$ cat src/logic/ccr_defines.vh
// Purpose: shared offsets, field positions and reset values of the card configuration registers
// Assumes: attribute space byte addresses on an 11-bit address bus
// Notes:   definitions only
`ifndef CCR_DEFINES_VH
`define CCR_DEFINES_VH

// attribute-space offsets
`define CCR_OFS_OPTION      11'h200
`define CCR_OFS_STATUS      11'h202
`define CCR_OFS_PINREP      11'h204
`define CCR_OFS_COPY        11'h206

// reset values
`define CCR_RST_OPTION      8'h00
`define CCR_RST_STATUS      8'h00
`define CCR_RST_PINREP      8'h0c
`define CCR_RST_COPY        8'h00

// option register fields
`define CCR_OPT_SOFT_RESET_REQUEST      7
`define CCR_OPT_STYLE       6
`define CCR_OPT_IDX_HI      5
`define CCR_OPT_IDX_LO      0

// status register fields
`define CCR_STS_CHANGE      7
`define CCR_STS_SIGEN       6
`define CCR_STS_IO8         5
`define CCR_STS_PWD         2
`define CCR_STS_IRQ         1

// pin replacement fields
`define CCR_PIN_LATCH       5
`define CCR_PIN_RAW         1
`define CCR_PIN_FIXED_ONES  8'h0c

// copy register field
`define CCR_CPY_NUM         4

// mapping select codes
`define CCR_MAP_MEMORY      6'h00
`define CCR_MAP_CONTIG      6'h01
`define CCR_MAP_PRIMARY     6'h02
`define CCR_MAP_SECONDARY   6'h03

`endif

$ cat src/logic/ccr_regs.v
// Purpose: card configuration register bank in attribute space, with mode and task file decode
// Assumes: host socket pins asynchronous to clk (20 MHz); core logic on clk
// Notes:   writes take effect on the synchronised falling edge of the write strobe
//
// Overview of operation
// - soft reset bit resets card, bit kept
// - hard reset clears configuration, restarts initialisation
// - style bit: zero pulse, one level interrupts
// - mapping zero: memory mode, 0-f, 400-7ff
// - mapping one: sixteen contiguous I/O addresses
// - mapping two: primary I/O addresses decoded
// - mapping three: secondary I/O addresses decoded
// - any reset forces mapping field to zero
// - change flag mirrors ready-change latch
// - status pin low: change, enable, I/O mode
// - power-down bit selects sleep or active
// - raw ready busy until power state reached
// - auto sleep when idle, wake on command
// - pending bit follows internal interrupt request
// - pending bit zero while interrupts disabled
// - pin register resets 0c, fixed ones
// - latch set on raw change, host writable
// - raw read gives ready level, write masks
// - copy number bit held as written
// - registers reached only with register-select low
// - registers usable outside true ide only
`timescale 1ns/1ps
`include "ccr_defines.vh"
module ccr_regs (
  // clock and reset
  input  wire        clk,
  input  wire        rst_b,
  input  wire        clk_en,
  // host socket pins
  input  wire        reg_sel_b,
  input  wire        ce1_b,
  input  wire        ce2_b,
  input  wire        oe_b,
  input  wire        we_b,
  input  wire        iord_b,
  input  wire        iowr_b,
  input  wire        hard_reset,
  input  wire [10:0] addr,
  input  wire [7:0]  data_in,
  output reg  [7:0]  data_out,
  output wire        data_oe,
  output reg         status_change_pin_b,
  output reg         ready_pin,
  // core side
  input  wire        true_ide_mode,
  input  wire        core_irq_request,
  input  wire        irq_disable_bit,
  input  wire        core_ready,
  input  wire        core_idle,
  input  wire        command_received,
  input  wire        power_state_reached,
  output wire        card_reset,
  output wire        irq_level_mode,
  output wire        eight_bit_io_only,
  output reg         card_sleep,
  output wire        copy_number,
  output reg         task_file_sel,
  output reg  [3:0]  task_file_index
);

  localparam SYNC_W = 27;

  // synchronised pin vector
  wire [SYNC_W-1:0] pins_s;

  // register state
  reg               we_prev_q;
  reg               soft_reset_request_q;
  reg               irq_style_select_q;
  reg  [5:0]        map_select_q;
  reg               status_change_enable_q;
  reg               eight_bit_io_q;
  reg               power_down_request_q;
  reg               pwr_busy_q;
  reg               ready_change_latch_q;
  reg               ready_mask_q;
  reg               raw_ready_prev_q;
  reg               copy_number_q;
  reg  [7:0]        rd_mux;

  wire              tf_hit;
  wire [3:0]        tf_idx;

  ccr_sync #(
    .WIDTH   (SYNC_W),
    .RST_VAL ({7'h7f, 1'b0, 11'h000, 8'h00})
  ) u_sync (
    .clk      (clk),
    .rst_b    (rst_b),
    .clk_en   (clk_en),
    .pin_in   ({reg_sel_b, ce1_b, ce2_b, oe_b, we_b, iord_b, iowr_b, hard_reset, addr, data_in}),
    .sync_out (pins_s)
  );

  // strobes reset inactive, so no false access follows reset
  wire              reg_sel_s_b  = pins_s[26];
  wire              ce1_s_b      = pins_s[25];
  wire              ce2_s_b      = pins_s[24];
  wire              oe_s_b       = pins_s[23];
  wire              we_s_b       = pins_s[22];
  wire              iord_s_b     = pins_s[21];
  wire              iowr_s_b     = pins_s[20];
  wire              hard_reset_s = pins_s[19];
  wire [10:0]       addr_s       = pins_s[18:8];
  wire [7:0]        din_s        = pins_s[7:0];

  // task file decode per mapping mode; returns {hit, index}
  function [4:0] tf_decode;
    input [5:0]  map;
    input [10:0] a;
    input        mem_cycle;
    input        io_cycle;
    begin
      tf_decode = 5'h00;
      case (map)
        `CCR_MAP_MEMORY:
        begin
          if (mem_cycle && (a[10:4] == 7'h00 || a[10]))
            tf_decode = {1'b1, a[3:0]};
        end
        `CCR_MAP_CONTIG:
        begin
          if (io_cycle)
            tf_decode = {1'b1, a[3:0]};
        end
        `CCR_MAP_PRIMARY:
        begin
          if (io_cycle && a[9:3] == 7'h3e)
            tf_decode = {2'b10, a[2:0]};
          else if (io_cycle && a[9:1] == 9'h1fb)
            tf_decode = {4'hf, a[0]};
        end
        `CCR_MAP_SECONDARY:
        begin
          if (io_cycle && a[9:3] == 7'h2e)
            tf_decode = {2'b10, a[2:0]};
          else if (io_cycle && a[9:1] == 9'h1bb)
            tf_decode = {4'hf, a[0]};
        end
        default:
          tf_decode = 5'h00;
      endcase
    end
  endfunction

  // hard reset clears the configuration fields and the soft reset bit; soft reset clears the fields but not its own bit
  wire   cfg_clear = hard_reset_s | soft_reset_request_q;
  assign card_reset = cfg_clear;
  wire   io_mode   = (map_select_q != `CCR_MAP_MEMORY);
  wire   card_sel  = ~ce1_s_b | ~ce2_s_b;

  // attribute access: register-select low, no I/O strobe, even byte lane, not true ide
  wire   attr_ok = ~reg_sel_s_b & ~ce1_s_b & iord_s_b & iowr_s_b & ~addr_s[0] & ~true_ide_mode;
  wire   wr_stb  = attr_ok & ~we_s_b & we_prev_q;
  wire   rd_act  = attr_ok & ~oe_s_b;
  assign data_oe = rd_act;

  // status derivations
  wire   raw_ready_state = core_ready & ~pwr_busy_q;
  wire   change_flag     = ready_change_latch_q;
  wire   irq_pending     = core_irq_request & ~irq_disable_bit;
  wire   set_latch       = (raw_ready_state != raw_ready_prev_q) & ~ready_mask_q;

  assign irq_level_mode    = irq_style_select_q;
  assign eight_bit_io_only = eight_bit_io_q;
  assign copy_number       = copy_number_q;

  // soft reset bit survives its own reset; hard reset or a host write of zero clears it
  always @(posedge clk or negedge rst_b)
  begin
    if (!rst_b)
    begin
      soft_reset_request_q <= 1'b0;
      we_prev_q            <= 1'b1;
    end
    else if (clk_en)
    begin
      we_prev_q <= we_s_b;
      if (hard_reset_s)
        soft_reset_request_q <= 1'b0;
      else if (wr_stb && addr_s == `CCR_OFS_OPTION)
        soft_reset_request_q <= din_s[`CCR_OPT_SOFT_RESET_REQUEST];
    end
  end

  // configuration fields cleared by every reset
  always @(posedge clk or negedge rst_b)
  begin
    if (!rst_b)
    begin
      irq_style_select_q     <= 1'b0;
      map_select_q           <= `CCR_MAP_MEMORY;
      status_change_enable_q <= 1'b0;
      eight_bit_io_q         <= 1'b0;
      power_down_request_q   <= 1'b0;
      ready_mask_q           <= 1'b0;
      copy_number_q          <= 1'b0;
    end
    else if (clk_en)
    begin
      if (cfg_clear)
      begin
        irq_style_select_q     <= 1'b0;
        map_select_q           <= `CCR_MAP_MEMORY;
        status_change_enable_q <= 1'b0;
        eight_bit_io_q         <= 1'b0;
        power_down_request_q   <= 1'b0;
        ready_mask_q           <= 1'b0;
        copy_number_q          <= 1'b0;
      end
      else if (wr_stb)
      begin
        case (addr_s)
          `CCR_OFS_OPTION:
          begin
            irq_style_select_q <= din_s[`CCR_OPT_STYLE];
            map_select_q       <= din_s[`CCR_OPT_IDX_HI:`CCR_OPT_IDX_LO];
          end
          `CCR_OFS_STATUS:
          begin
            status_change_enable_q <= din_s[`CCR_STS_SIGEN];
            eight_bit_io_q         <= din_s[`CCR_STS_IO8];
            power_down_request_q   <= din_s[`CCR_STS_PWD];
          end
          `CCR_OFS_PINREP:
            ready_mask_q <= din_s[`CCR_PIN_RAW];
          `CCR_OFS_COPY:
            copy_number_q <= din_s[`CCR_CPY_NUM];
          default:
            copy_number_q <= copy_number_q;
        endcase
      end
    end
  end

  // ready-change latch: a hardware set wins over a host write of zero
  always @(posedge clk or negedge rst_b)
  begin
    if (!rst_b)
    begin
      ready_change_latch_q <= 1'b0;
      raw_ready_prev_q     <= 1'b0;
    end
    else if (clk_en)
    begin
      raw_ready_prev_q <= raw_ready_state;
      if (set_latch)
        ready_change_latch_q <= 1'b1;
      else if (cfg_clear)
        ready_change_latch_q <= 1'b0;
      else if (wr_stb && addr_s == `CCR_OFS_PINREP)
        ready_change_latch_q <= din_s[`CCR_PIN_LATCH];
    end
  end

  // power state: busy from a request change until the core confirms the state
  always @(posedge clk or negedge rst_b)
  begin
    if (!rst_b)
    begin
      pwr_busy_q <= 1'b0;
      card_sleep <= 1'b0;
    end
    else if (clk_en)
    begin
      if (wr_stb && addr_s == `CCR_OFS_STATUS && !cfg_clear &&
          din_s[`CCR_STS_PWD] != power_down_request_q)
        pwr_busy_q <= 1'b1;
      else if (power_state_reached)
        pwr_busy_q <= 1'b0;
      // a command wakes the card, but a host power-down request keeps it asleep
      if (power_down_request_q)
        card_sleep <= 1'b1;
      else if (command_received)
        card_sleep <= 1'b0;
      else if (core_idle)
        card_sleep <= 1'b1;
      else
        card_sleep <= 1'b0;
    end
  end

  // read mux; fixed bits come from constants so writes cannot reach them
  always @*
  begin
    rd_mux = 8'h00;
    case (addr_s)
      `CCR_OFS_OPTION:
        rd_mux = {soft_reset_request_q, irq_style_select_q, map_select_q};
      `CCR_OFS_STATUS:
        rd_mux = {change_flag, status_change_enable_q, eight_bit_io_q, 2'b00,
                  power_down_request_q, irq_pending, 1'b0};
      `CCR_OFS_PINREP:
        rd_mux = `CCR_PIN_FIXED_ONES | {2'b00, ready_change_latch_q, 3'b000,
                  raw_ready_state, 1'b0};
      `CCR_OFS_COPY:
        rd_mux = {3'b000, copy_number_q, 4'h0};
      default:
        rd_mux = 8'h00;
    endcase
  end

  assign {tf_hit, tf_idx} = tf_decode(map_select_q, addr_s,
                                      reg_sel_s_b & (~oe_s_b | ~we_s_b) & card_sel,
                                      ~reg_sel_s_b & (~iord_s_b | ~iowr_s_b) & card_sel);

  // registered outputs toward host and core
  always @(posedge clk or negedge rst_b)
  begin
    if (!rst_b)
    begin
      data_out            <= 8'h00;
      status_change_pin_b <= 1'b1;
      ready_pin           <= 1'b0;
      task_file_sel       <= 1'b0;
      task_file_index     <= 4'h0;
    end
    else if (clk_en)
    begin
      data_out            <= rd_act ? rd_mux : 8'h00;
      status_change_pin_b <= ~(change_flag & status_change_enable_q & io_mode);
      ready_pin           <= raw_ready_state;
      task_file_sel       <= tf_hit & ~cfg_clear;
      task_file_index     <= tf_idx;
    end
  end

endmodule

$ cat src/logic/ccr_sync.v
// Purpose: three-stage synchroniser for pin inputs
// Assumes: pins are asynchronous to clk
// Notes:   a bit changes only once the second and third stages agree
`timescale 1ns/1ps
module ccr_sync #(
  parameter WIDTH             = 1,
  parameter [WIDTH-1:0] RST_VAL = {WIDTH{1'b0}}
) (
  // clock and reset
  input  wire             clk,
  input  wire             rst_b,
  input  wire             clk_en,
  // data
  input  wire [WIDTH-1:0] pin_in,
  output reg  [WIDTH-1:0] sync_out
);

  reg [WIDTH-1:0] s1_q;
  reg [WIDTH-1:0] s2_q;
  reg [WIDTH-1:0] s3_q;
  integer         i;

  // s1 is read only by s2; agreement filter rejects a one-cycle disagreement
  always @(posedge clk or negedge rst_b)
  begin
    if (!rst_b)
    begin
      s1_q     <= RST_VAL;
      s2_q     <= RST_VAL;
      s3_q     <= RST_VAL;
      sync_out <= RST_VAL;
    end
    else if (clk_en)
    begin
      s1_q <= pin_in;
      s2_q <= s1_q;
      s3_q <= s2_q;
      for (i = 0; i < WIDTH; i = i + 1)
        if (s2_q[i] == s3_q[i])
          sync_out[i] <= s3_q[i];
    end
  end

endmodule

$ cat config.mk
export PLATFORM = sky130hd
export DESIGN_NAME = ccr_regs
export DESIGN_NICKNAME = d
export VERILOG_FILES = /design/src/logic/ccr_regs.v /design/src/logic/ccr_sync.v
export VERILOG_INCLUDE_DIRS = /design/src /design/src/logic
export SDC_FILE = /design/constraint.sdc
export NUM_CORES = 1
export LEC_CHECK = 0
export ABC_CLOCK_PERIOD_IN_PS = 1650
export BUFFER_PORTS_ARGS = -buffer_cell sky130_fd_sc_hd__buf_4
export CAP_MARGIN = 15
export CORE_MARGIN = 10
export CORE_UTILIZATION = 53
export DETAILED_ROUTE_END_ITERATION = 10
export PLACE_DENSITY = 0.75
export REMOVE_ABC_BUFFERS = 1
export SETUP_SLACK_MARGIN = 0.02
export SLEW_MARGIN = 0
export SYNTH_ARGS = -nofsm -noshare
export SYNTH_HDL_FRONTEND = slang
export SYNTH_HIERARCHICAL = 1
export SYNTH_SLANG_ARGS = --single-unit
$ cat constraint.sdc
create_clock -name clk -period 1.65 [get_ports clk]
set_input_delay 0.2475 -clock clk [delete_from_list [all_inputs] [get_ports clk]]
set_output_delay 0.2475 -clock clk [all_outputs]
set_load 0.02 [all_outputs]
==> results of run 1 <==
Yosys cell counts, drive strengths merged:
cell	number
dfrtp	110
mux2	80
a22o	38
dfstp	30
nand2b	27
a21o	24
buf	18
nand2	18
inv	12
nor2	11
o2bb2ai	9
a21oi	8
nor2b	6
o21ai	6
mux2i	5
a31oi	4
clkbuf	4
nand3	4
nand4	3
nor3	3
nor4	3
a221oi	2
a31o	2
a41oi	2
and2	2
and3	2
and4	2
o32ai	2
xor2	2
a21bo	1
a22oi	1
a2bb2oi	1
a311o	1
a41o	1
and3b	1
and4b	1
and4bb	1
nor3b	1
o32a	1
o41ai	1
or4b	1
xnor2	1
per-stage QoR:
step | util [%] | setup WS (ps) | cells
after CTS | 66.6 | -108 | 697
after floorplan | - | -129 | 430
after global placement | 59.8 | -216 | 659
after detailed placement | 59.8 | -302 | 659
after global routing | 67.7 | -195 | 706
final | 67.7 | -146 | 706
critical path, stage by stage, from the launching register on:
cell and delay (ps):
dfstp_2 380, nor4_4 320, nor3b_4 270, buf_6 150
cells by family (layout without fill, tap and decap cells):
kind of cell	after synthesis	after routing	share of synthesized area, %
multiplexers	85	85	15.7
flip-flops	140	140	58.3
AND/OR/NAND/NOR	86	87	8.25
XOR/XNOR	3	3	0.433
buffers and inverters	34	144	3.67
AO/OA/AOI/OAI	104	104	13.6
metal layers:
| layer | track usage [%] | wire [um] | up-vias |
|---|---|---|---|
| met4 | 7.50 | 217 | 0 |
| li1 | - | - | 1871 |
| met5 | 0 | 0 | - |
| met3 | 5.00 | 675 | 20 |
| met1 | 21.0 | 5550 | 2042 |
| met2 | 25.7 | 6470 | 110 |
registers in the layout, indices dropped and copies added (netlist names), 4 cells and up:
| register | flops |
|---|---|
| u_sync/sync_out | 27 |
| task_file_index | 4 |
| u_sync/s3_q | 27 |
| u_sync/s1_q | 27 |
| map_select_q | 6 |
| data_out | 8 |
| u_sync/s2_q | 27 |
final cells by class:
cell class / instances / area share (%)
Multi-Input combinational cell: 279 / 32.0
Clock buffer: 21 / 6.13
Clock inverter: 11 / 1.84
Sequential cell: 140 / 46.2
Timing Repair Buffer: 100 / 10.9
Inverter: 12 / 0.587
Tap cell: 143 / 2.33
power by group through the flow:
stage | Combinational [mW] | Sequential [mW] | Clock, mW
2_1_floorplan | 1.06 | 4.66 | 0
3_3_place_gp | 1.84 | 4.70 | 0
3_5_place_dp | 1.91 | 4.74 | 0
4_1_cts | 2.01 | 4.74 | 3.96
5_1_grt | 2.32 | 4.86 | 4.12
6_report | 2.11 | 4.77 | 3.89
path summary, 6_finish.rpt:
check / end / slack [ps] / from
hold reg to reg: u_sync/sync_out[24]$_DFFE_PN1P_ / 480 / u_sync/s3_q[24]$_DFFE_PN1P_
setup reg to reg: data_out[7]$_DFFE_PN0P_ / -120 / u_sync/sync_out[25]$_DFFE_PN1P_
hold / removal: u_sync/s1_q[20]$_DFFE_PN1P_ / 60 / iowr_b
max in group asynchronous: we_prev_q$_DFFE_PN1P_ / 760 / rst_b
min in group asynchronous: u_sync/s3_q[14]$_DFFE_PN0P_ / 280 / rst_b
setup / recovery: data_oe / -150 / u_sync/sync_out[25]$_DFFE_PN1P_
repair_timing:
item,CTS,global route
hold endpoints to repair,29,0
gates resized for setup,19,13
hold buffers,1,0
setup buffers,4,9
cloned,1,0
pin swaps,23,6
endpoints found under the setup margin,29,30
==> results list, run 1 <==
* Post-synth top area cell: dfrtp_1
* Lkg Pwr: 3.45 nW
- Placeable core area: 11300 um2
- Routability-driven placement finished with a final weighted congestion of 0.817.
- The routed design could run at a clock period as short as 1800 ps.
- The tree built by TritonCTS fans out to 140 sinks.
- Violations in the final reports: setup timing
- Once the floorplan was initialized, standard cells occupied 53.6% of the core.
- For the pin with the worst max-slew slack, the measured transition is 549 ps.
* Combined area of the multi-input logic cells: 2450 um2
* Sequential area share after synthesis: 58.3%
- The first routing iteration left 294 violations.
- Summed over all layers, the global routing overflow is 0.
* Final nets: 587
- In the routed design, unresolved DRC markers number 0.
* Routed length per instance: 18.3 um
* I/O pins: 58
- For the final routed database, the setup TNS stands at -1440 ps.
- Crit-path max FO: 2
- CTS H-tree lvls: 4
- Count of vias placed by the detailed router: 4043
- Sequential Power Share: 44.3%
- Power Internal: 7.81 mW
- Insertion delay to the later sink of the worst-skew pair: 420 ps
- Measured along the x axis, the die boundary spans 127 um.
- Sw frac: 27.5%
- Mean Syn Cell Area: 13.4 um2
- The worst setup path is captured at a primary output.
- Yosys warning count: 6
- Number of cells traversed by the worst hold path: 2
* Achievable frequency: 557 MHz
- Fraction of post-synthesis cell area in the top cell type by area: 45.4%
- The share of total power dissipated in the clock network is 36.1%.
* Via count normalized by instance count: 5.73
- The layout has 791 filler cells.
- Counting every instance in the synthesized netlist gives 452.
- The count of nets left with antenna violations once routing finished came out at 0.
- Final standard cell area without fillers: 7670 um2
- The area growth from synthesis to layout is 26.3%.
* Number of core rows: 39
* Clock Root Buffer: clkbuf_16
- Routed wire length: 12900 um
- Worst Setup Start Kind: flip-flop
- Unrepaired setup endpoints after global routing: yes
- During placement, the flow inserted port buffers numbering 57.
- Netlist area before placement: 6070 um2
- Dividing total power by cell area gives a power density of 1400 nW/um2.
* Share of post-route cells with drive strength above 1: 47.4%
- Setup violations remaining at the end of the flow were counted as 22.
- Period Utilization, post-route: 109%
- Run status: complete, but fails checks
* First-pass GRT wire length: 21700 um
- Combinational fraction of design power: 19.6%
- TritonCTS built the clock tree.
* Max-slew headroom: 63.4%
- Worst supply voltage drop on vdd: 1.14 mV
* Reg area: 3540 um2
- Number of CTS-inserted buffers: 17
* Class of the worst hold path: input port to flip-flop
- Clock slew seen by the registers of the worst setup and hold paths: 60 ps
* Arrival @ worst endpoint: 1550 ps
* Hold Violations, Final: 0
* Worst R2R Path Depth: 6
- Yosys attributes the largest share of cell area to dfrtp_1, mux2_2, dfstp_2, a22o_1, a21o_1.
- For the worst setup path, the data required time is 1400 ps.
- After layout, the worst setup slack is -146 ps.
- Synthesized flop and latch total: 140
* Critical setup path kind: flip-flop to primary output
* Via count of the first global-routing pass: 4239
- Post-synthesis cell type count: 48
- Number of max-slew violations in the final report: 0
- The die covers 16100 um2.
- For this run, the detailed router's first-pass iteration total came to 5.
- In the layout the commonest cells are dfrtp_1, buf_4, mux2_2, a22o_1, dfstp_2.
* Number of antenna violations at the first check in global routing: 0
- Area after detailed placement: 6770 um2
* Final hold slack: 55.9 ps
* CTS Buffer Depth: 2
* Global-route usage over all layers: 16.6%
- On the final layout, the worst clock skew is 5.89 ps.
- In this run the power spent charging and discharging nets is 2.96 mW.
- Placed wire-length estimate: 8390 um
* Largest net degree at the start of global routing: 74
- The repair_antennas step left the layout with diodes totalling 0.
* Max-cap violations: 0
* Overall power after layout: 10.8 mW
* Most common cell after layout, fill and taps aside: dfrtp_1
* Vertical extent of the die: 127 um
No activity file was read; power rests on OpenSTA's default activity.
==> inputs of run 2 (changes only) <==
--- a/config.mk
+++ b/config.mk
@@ -6,11 +6,11 @@
 export SDC_FILE = /design/constraint.sdc
 export NUM_CORES = 1
 export LEC_CHECK = 0
-export ABC_CLOCK_PERIOD_IN_PS = 1650
+export ABC_CLOCK_PERIOD_IN_PS = 1900
 export BUFFER_PORTS_ARGS = -buffer_cell sky130_fd_sc_hd__buf_4
 export CAP_MARGIN = 15
 export CORE_MARGIN = 10
-export CORE_UTILIZATION = 53
+export CORE_UTILIZATION = 55
 export DETAILED_ROUTE_END_ITERATION = 10
 export PLACE_DENSITY = 0.75
 export REMOVE_ABC_BUFFERS = 1
==> constraint.sdc (replaced) <==
create_clock -name clk -period 1.9 [get_ports clk]
set_input_delay 0.285 -clock clk [delete_from_list [all_inputs] [get_ports clk]]
set_output_delay 0.285 -clock clk [all_outputs]
set_load 0.02 [all_outputs]
==> results list, run 2 (same netlist as run 1, synthesis figures left out) <==
- R2R Setup Slk: 30 ps (+150 ps)
* Most common cell after layout, fill and taps aside: dfrtp_1
* Final hold slack: 16.4 ps (-39.6 ps)
- Max-slew headroom: 62.3% (-1.1 points)
- Die extent in x: 125 um (-1.5%)
- Core occupancy in the finished layout: 69.8% (+2.1 points)
- The slew of the pin with the lowest slew margin is 566 ps (+17.1 ps).
- The number of routed nets with antenna violations is 0 (unchanged).
* Via count of the first global-routing pass: 4227 (-0.28%)
- Worst R2R Path Depth: 5 (-1)
* Run status: completed
- The total power consumption of the routed design is 8.73 mW (-19%).
* Number of CTS-inserted buffers: 17 (unchanged)
* Routed wire length: 12700 um (-1.5%)
* Power Density: 1150 nW/um2 (-18%)
- The worst setup path is captured at a flip-flop.
* Worst Setup Start Kind: flip-flop
* Number of failing setup endpoints in the final timing report: 0 (-100%)
- Achievable frequency: 535 MHz
* Clock slew seen by the registers of the worst setup and hold paths: 60 ps (about the same)
- Series of cell instances along the critical path: or4b_4 -> nor3_4 -> buf_4 -> nand4_1 -> mux2i_1
- The clock period could shrink to 1870 ps.
- Worst supply voltage drop on vdd: 0.819 mV (-28%)
* Area after detailed placement: 6680 um2 (-1.4%)
- Launch point of the worst reg-to-reg path: u_sync/sync_out[8]$_DFFE_PN0P_
* GRT overflow: 0 (unchanged)
- Via count normalized by instance count: 5.69 (-0.60%)
- The worst hold path terminates at u_sync/s1_q[12]$_DFFE_PN0P_.
- Clock Root Buffer: clkbuf_8
- TritonCTS built the clock tree.
* Crit-path max FO: 7 (+5)
- The placer's final routability congestion estimate came to 0.896 (+9.6%).
- Area of the die: 15600 um2 (-3.1%)
- The leakage power figure is 3.40 nW (-1.5%).
- The number of antenna violations at the first check in global routing is 0 (unchanged).
- Final standard cell area without fillers: 7570 um2 (-1.3%)
- The path class of the tightest hold or removal check is input port to flip-flop.
* Global-route usage over all layers: 16.6% (+0.045 points)
- Hold Crit Start: addr[4]
- Routed length per instance: 18.0 um (-1.8%)
- The total number of vias was 4030 (-0.32%).
- The largest net degree at the start of global routing was 53 (-28%).
* Final nets: 592 (+0.85%)
- Final routed DRC violation total: 0 (unchanged)
- Placed wire-length estimate: 8360 um (-0.39%)
* Hold Violations, Final: 0 (unchanged)
- The number of violations of the max-capacitance limit is 0 (unchanged).
- R2R Path End: copy_number$_DFFE_PN0P_
* Arrival @ worst endpoint: 2310 ps (+760 ps)
- Period Utilization, post-route: 98.4%
* Unrepaired setup endpoints after global routing: yes
- The number of H-tree branching levels came to 4 (unchanged).
- Compared with the post-synthesis result, the final layout area differs by 24.7%.
* Vertical extent of the die: 125 um (-1.5%)
* First-pass detailed-route iteration total: 4 (-1)
- Post-route setup TNS: 0 ps (+1440 ps)
- The worst hold path cell count is 2 (unchanged).
- The final clock skew was 8.47 ps (+2.58 ps).
- Input/output buffers: 57 (unchanged)
- The number of placed I/O pins is 58 (unchanged).
* Share of post-route cells with drive strength above 1: 40.8% (-6.6 points)
- The top cell types in the final layout, fill and taps aside, are dfrtp_1, mux2_2, buf_4, a22o_1, dfstp_2.
* Effective utilization at floorplan: 56.0% (+2.4 points)
- The count of inserted antenna diode cells is 0 (unchanged).
* Critical setup path kind: flip-flop to flip-flop
* Slowest-stage cell, CP: or4b_4
- Slowest stage delay, CP: 520 ps (+140 ps)
- The number of violations reported at the end of detailed-routing iteration 0 was 309 (+5.1%).
- The data required time at the worst endpoint is 2340 ps (+940 ps).
- Sinks on the clock net: 140 (unchanged)
* CTS Buffer Depth: 2 (unchanged)
- The clock latency on the worst-skew pair came to 530 ps (+110 ps).
* Number of core rows: 38 (-2.6%)
- First-pass GRT wire length: 21400 um (-1.2%)
* Placeable core area: 10800 um2 (-4.2%)
- The max-slew violation total from the final report was 0 (unchanged).
-- run 2: changes by cell type in the layout (fill, tap and decap cells not counted), moves of 3 or more --
cell / change
dlygate4sd3_1: +25
buf_4: -15
buf_6: -3
clkbuf_1: +3
-- run 2: layout make-up --
class | count | area [um2]
sequential | 140 | 3540
fill | 746 | 3270
multi-input combinational | 278 | 2350
timing repair buffer | 106 | 918
clock buffer | 24 | 470
tap | 140 | 175
clock inverter | 8 | 66.3
inverter | 12 | 45.0
-- run 2: critical path: cells and delay by family (launching register included) --
kind | cells | cell delay, ps
buffers and inverters | 1 | 180
AND/OR/NAND/NOR | 3 | 940
multiplexers | 1 | 230
flip-flops | 1 | 430
-- run 2: worst max path at each step --
stage | from | endpoint | slack, ps | depth (start not counted)
2_1_floorplan | u_sync/sync_out[11]$_DFFE_PN0P_ | irq_level_mode$_DFFE_PN0P_ | 120 | 4
3_3_place_gp | u_sync/sync_out[11]$_DFFE_PN0P_ | map_select_q[4]$_DFFE_PN0P_ | 50 | 4
3_5_place_dp | u_sync/sync_out[11]$_DFFE_PN0P_ | map_select_q[2]$_DFFE_PN0P_ | -30 | 4
4_1_cts | u_sync/sync_out[25]$_DFFE_PN1P_ | data_oe | -30 | 3
5_1_grt | u_sync/sync_out[25]$_DFFE_PN1P_ | data_oe | -40 | 3
6_report | u_sync/sync_out[8]$_DFFE_PN0P_ | copy_number$_DFFE_PN0P_ | 30 | 5
-- run 2: timing repair --
item                                   4_1_cts  5_1_grt
buffers inserted                             4        3
endpoints found under the hold margin       65        0
hold buffers                                26        0
pin swaps                                    2        4
setup endpoints to repair                   13       24
resized for setup                            5        5
-- run 2: per-layer routing --
layer	global-route usage, %	routed length, um	vias to the layer above
met2	26.7	6290	109
met1	20.5	5490	2023
met3	5.66	650	29
li1	-	-	1869
met4	5.76	286	0
met5	0	0	-
-- run 2: report_power, final --
group / switching, mW / internal (mW)
Combinational: 0.699 / 0.901
Clock: 1.16 / 1.82
Sequential: 0.544 / 3.60
Total: 2.41 / 6.33
-- run 2: metrics by stage --
stage | instances | setup WS, ps
finish | 708 | 29.6
detailed placement | 644 | -32.1
global route | 708 | -37.6
CTS | 706 | -25.1
floorplan | 430 | 121
global placement | 644 | 49.5
==> inputs of run 3 (changes only) <==
--- a/config.mk
+++ b/config.mk
@@ -18,5 +18,4 @@
 export SLEW_MARGIN = 0
 export SYNTH_ARGS = -nofsm -noshare
 export SYNTH_HDL_FRONTEND = slang
-export SYNTH_HIERARCHICAL = 1
 export SYNTH_SLANG_ARGS = --single-unit
==> results list, run 3 <==
- The flow ran to the end, but the final reports show violations.
- Violations in the final reports: setup timing
* Combinational fraction of design power: 16.4% (-1.9 points)
- Synthesized flop and latch total: 140 (unchanged)
* Number of CTS-inserted buffers: 17 (unchanged)
- Insertion delay to the later sink of the worst-skew pair: 530 ps (about the same)
* Portion of total power attributed to the clock network: 35.6% (+1.4 points)
- Area of the die: 15400 um2 (-1.4%)
- The max-slew violation total from the final report was 0 (unchanged).
* Commonest non-fill, non-tap cells in the layout: dfrtp_1, mux2_2, buf_4, a21oi_1, nor2_1
- The min-delay analysis places its worst path in the category input port to flip-flop.
- Yosys warning count: 0 (-6)
* Critical path required time: 1620 ps (-720 ps)
- Post-synth top area cell: dfrtp_1
- Leading post-synthesis cells by cell area: dfrtp_1, mux2_2, dfstp_2, a21oi_1, nand2b_1
* Max-slew headroom: 65.8% (+3.5 points)
- Routed wire length: 12500 um (-2.1%)
- The global-route wire length before repair came to 21300 um (-0.45%).
- Dominant combinational cell family by area after synthesis: multiplexers
- The share of layout cells above drive strength 1 came to 41.5% (+0.64 points).
- The final critical-path required period is 1960 ps (+93.5 ps).
- Clock slew seen by the registers of the worst setup and hold paths: 60 ps (about the same)
- Placeable core area: 10500 um2 (-3.5%)
- The setup-violating endpoint count in the final report was 1 (+1).
- Final nets: 629 (+6.3%)
- Worst supply voltage drop on vdd: 0.823 mV (+0.50%)
- The die outline height came to 124 um (-0.68%).
- Number of enable-type register cells in the synthesized netlist: 0 (unchanged)
- GRT overflow: 0 (unchanged)
- Grouping stages by cell kind, the critical path spends the most delay in simple AND/OR/NAND/NOR gates.
- Sinks on the clock net: 140 (unchanged)
* Hold Violations, Final: 0 (unchanged)
* Cells after synthesis: 481 (+6.4%)
* Final hold slack: 44.5 ps (+28.2 ps)
- Unrepaired setup endpoints after global routing: yes
* Placed wire-length estimate: 8280 um (-0.92%)
* XOR/XNOR Fraction of Synth Area: 0.440% (+0.0071 points)
* Largest net degree at the start of global routing: 58 (+9.4%)
- The tree is rooted in a clkbuf_8.
* Series of cell instances along the critical path: nor4_4 -> nor3b_4 -> buf_6 -> buf_6
- The post-synthesis share of cell area spent on full adders, half adders and majority gates is 0% (unchanged).
- Lkg Pwr: 3.32 nW (-2.2%)
- Sequential Power Share: 48.0% (+0.5 points)
- By instance count, the cell type seen most on the critical path is buf_6.
- The simple-gate share of the synthesized area was 10.3% (+2.1 points).
- The port buffer count was 57 (unchanged).
* Crit-path max FO: 2 (-5)
* Achievable frequency: 509 MHz (-4.8%)
- Count of vias placed by the detailed router: 4183 (+3.8%)
- The total non-filler cell area in the finished layout came to 7640 um2 (+0.98%).
- Dominant cell by count in the synthesized netlist: dfrtp_1
* Critical setup path kind: flip-flop to primary output
* Worst clock skew: 5.87 ps (-2.60 ps)
- The number of buffers on the longest clock path is 2 (unchanged).
- R2R Setup Slk: 40 ps (about the same)
* Slowest stage delay, CP: 390 ps (-130 ps)
* Final WS setup: -64.0 ps (-93.5 ps)
- The number of routed nets with antenna violations came to 0 (unchanged).
- Buffers plus inverters on the worst setup path: 2 (+1)
* Iteration-0 DRC Markers: 284 (-8.1%)
- Sequential area share after synthesis: 59.3% (+0.95 points)
* Effective utilization at floorplan: 57.1% (+1.1 points)
* First-pass detailed-route iteration total: 4 (unchanged)
- The placer's final routability congestion estimate is 0.878 (-2.0%).
* Net Sw Power: 2.24 mW (-6.8%)
- The number of global-route vias before repair was 4301 (+1.8%).
- STA classifies the critical path endpoint as a primary output.
- The proportion of synthesized flip-flops having asynchronous set or reset came to 100% (unchanged).
- The vias per cell came to 5.65 (-0.83%).
* Routed length per instance: 16.8 um (-6.5%)
- CTS tree: done
- Sw frac: 27.1% (-0.46 points)
- Complex-gate fraction of the synthesized area: 10.7% (-3.0 points)
- Worst Setup Start Kind: flip-flop
- The distinct cell type count after synthesis came to 50 (+4.2%).
- The count of inserted antenna diode cells is 0 (unchanged).
- The internal power of the cells came to 6.04 mW (-4.6%).
- The setup slack after placement was 14.5 ps (+46.6 ps).
- The post-synthesis instance area is 5970 um2 (-1.6%).
- The placed standard-cell area came to 6660 um2 (-0.19%).
- Power Density: 1080 nW/um2 (-6.1%)
* Top FF cell, synth: dfrtp_1
- The number of violations of the max-capacitance limit came to 0 (unchanged).
- The fraction of post-synthesis cell area in the top cell type by area was 46.1% (+0.74 points).
* Top cells by count, synth: dfrtp_1, mux2_2, a21oi_1, nor2_1
- The number of antenna violations at the first check in global routing is 0 (unchanged).
- The post-detailed-route DRC marker count was 0 (unchanged).
- The total power consumption of the routed design was 8.28 mW (-5.2%).
* Core occupancy in the finished layout: 73.1% (+3.2 points)
* Mean Syn Cell Area: 12.4 um2 (-7.5%)
- Die extent in x: 124 um (-0.68%)
- The library cell used most frequently in the layout, excluding fill and tap cells, is dfrtp_1.
- CTS H-tree lvls: 4 (unchanged)
- Slowest-stage cell, CP: dfstp_2
- Arrival @ worst endpoint: 1680 ps (-630 ps)
- The share of cell area taken by muxes after synthesis came to 16.0% (+0.32 points).
- Area Overhead vs Synth: 28.0%
- The number of standard-cell rows in the floorplan is 37 (-2.6%).
- Global-route usage over all layers: 16.5% (-0.16 points)
- The number of placed I/O pins is 58 (unchanged).
* Period Utilization, post-route: 103% (+4.9 points)
- The slew of the pin with the lowest slew margin came to 508 ps (-57.6 ps).
==> run 3: worst paths after layout <==
path	start	endpoint	depth (start not counted)
worst max-delay path	u_sync.sync_out[25]$_DFFE_PN1P_	data_oe	4
worst min-delay path	core_irq_request	data_out[1]$_DFFE_PN0P_	3
worst max register to register	u_sync.sync_out[21]$_DFFE_PN1P_	change_flag$_DFFE_PN0P_	5
worst min register to register	u_sync.s3_q[0]$_DFFE_PN0P_	u_sync.sync_out[0]$_DFFE_PN0P_	2
max in group asynchronous	rst_b	status_change_pin_b$_DFFE_PN1P_	3
min in group asynchronous	rst_b	u_sync.s2_q[8]$_DFFE_PN0P_	2
==> run 3: final cells by class <==
type                    count  area [um2]
clock buffers              26         498
clock inverters             6        35.0
fillers                   718        2820
inverters                  22        82.6
multi-input cells         297        2320
flip-flops and latches    140        3550
well taps                 136         170
repair buffers            114         995
==> run 3: cells by family (layout without fill, tap and decap cells) <==
kind of cell	after synthesis	after routing
compound gates	103	103
xor+xnor	3	3
buf+inv	44	168
flops	140	140
mux	85	85
simple gates	106	106
==> run 3: power groups by stage <==
stage / Clock, mW / Combinational, mW / Sequential [mW]
6_report: 2.94 / 1.36 / 3.98
4_1_cts: 3.01 / 1.32 / 3.96
3_5_place_dp: 0 / 1.21 / 4.01
5_1_grt: 3.14 / 1.52 / 4.04
3_3_place_gp: 0 / 1.15 / 3.98
2_1_floorplan: 0 / 0.784 / 3.89
==> run 3: worst reg2reg max path, cell delays in order (launching register included) <==
cell      delay (ps)
dfstp_2          560
nand2_1          100
and4bb_2         390
nor3b_4          260
o21ai_1          130
a221o_1          320
==> run 3: per-stage QoR <==
stage / cells / TNS, ps
final: 741 / -64.0
after global routing: 741 / -224
after CTS: 739 / -75.1
after detailed placement: 672 / 0
after global placement: 672 / 0
after floorplan: 459 / 0
==> run 3: repair_timing <==
action	CTS	global route
setup buffers	7	3
hold buffers	28	0
endpoints found under the hold margin	62	0
gates resized for setup	6	17
pin swaps	3	13
endpoints found under the setup margin	2	19
==> run 3: layer usage <==
metal | wire [um] | part of all wire [%] | vias to the layer above | global-route usage (%)
li1 | - | - | 1936 | -
met1 | 5370 | 43 | 2128 | 20.4
met2 | 6250 | 50 | 98 | 26.4
met3 | 572 | 4.6 | 21 | 4.89
met4 | 259 | 2.1 | 0 | 6.68
met5 | 0 | 0 | - | 0
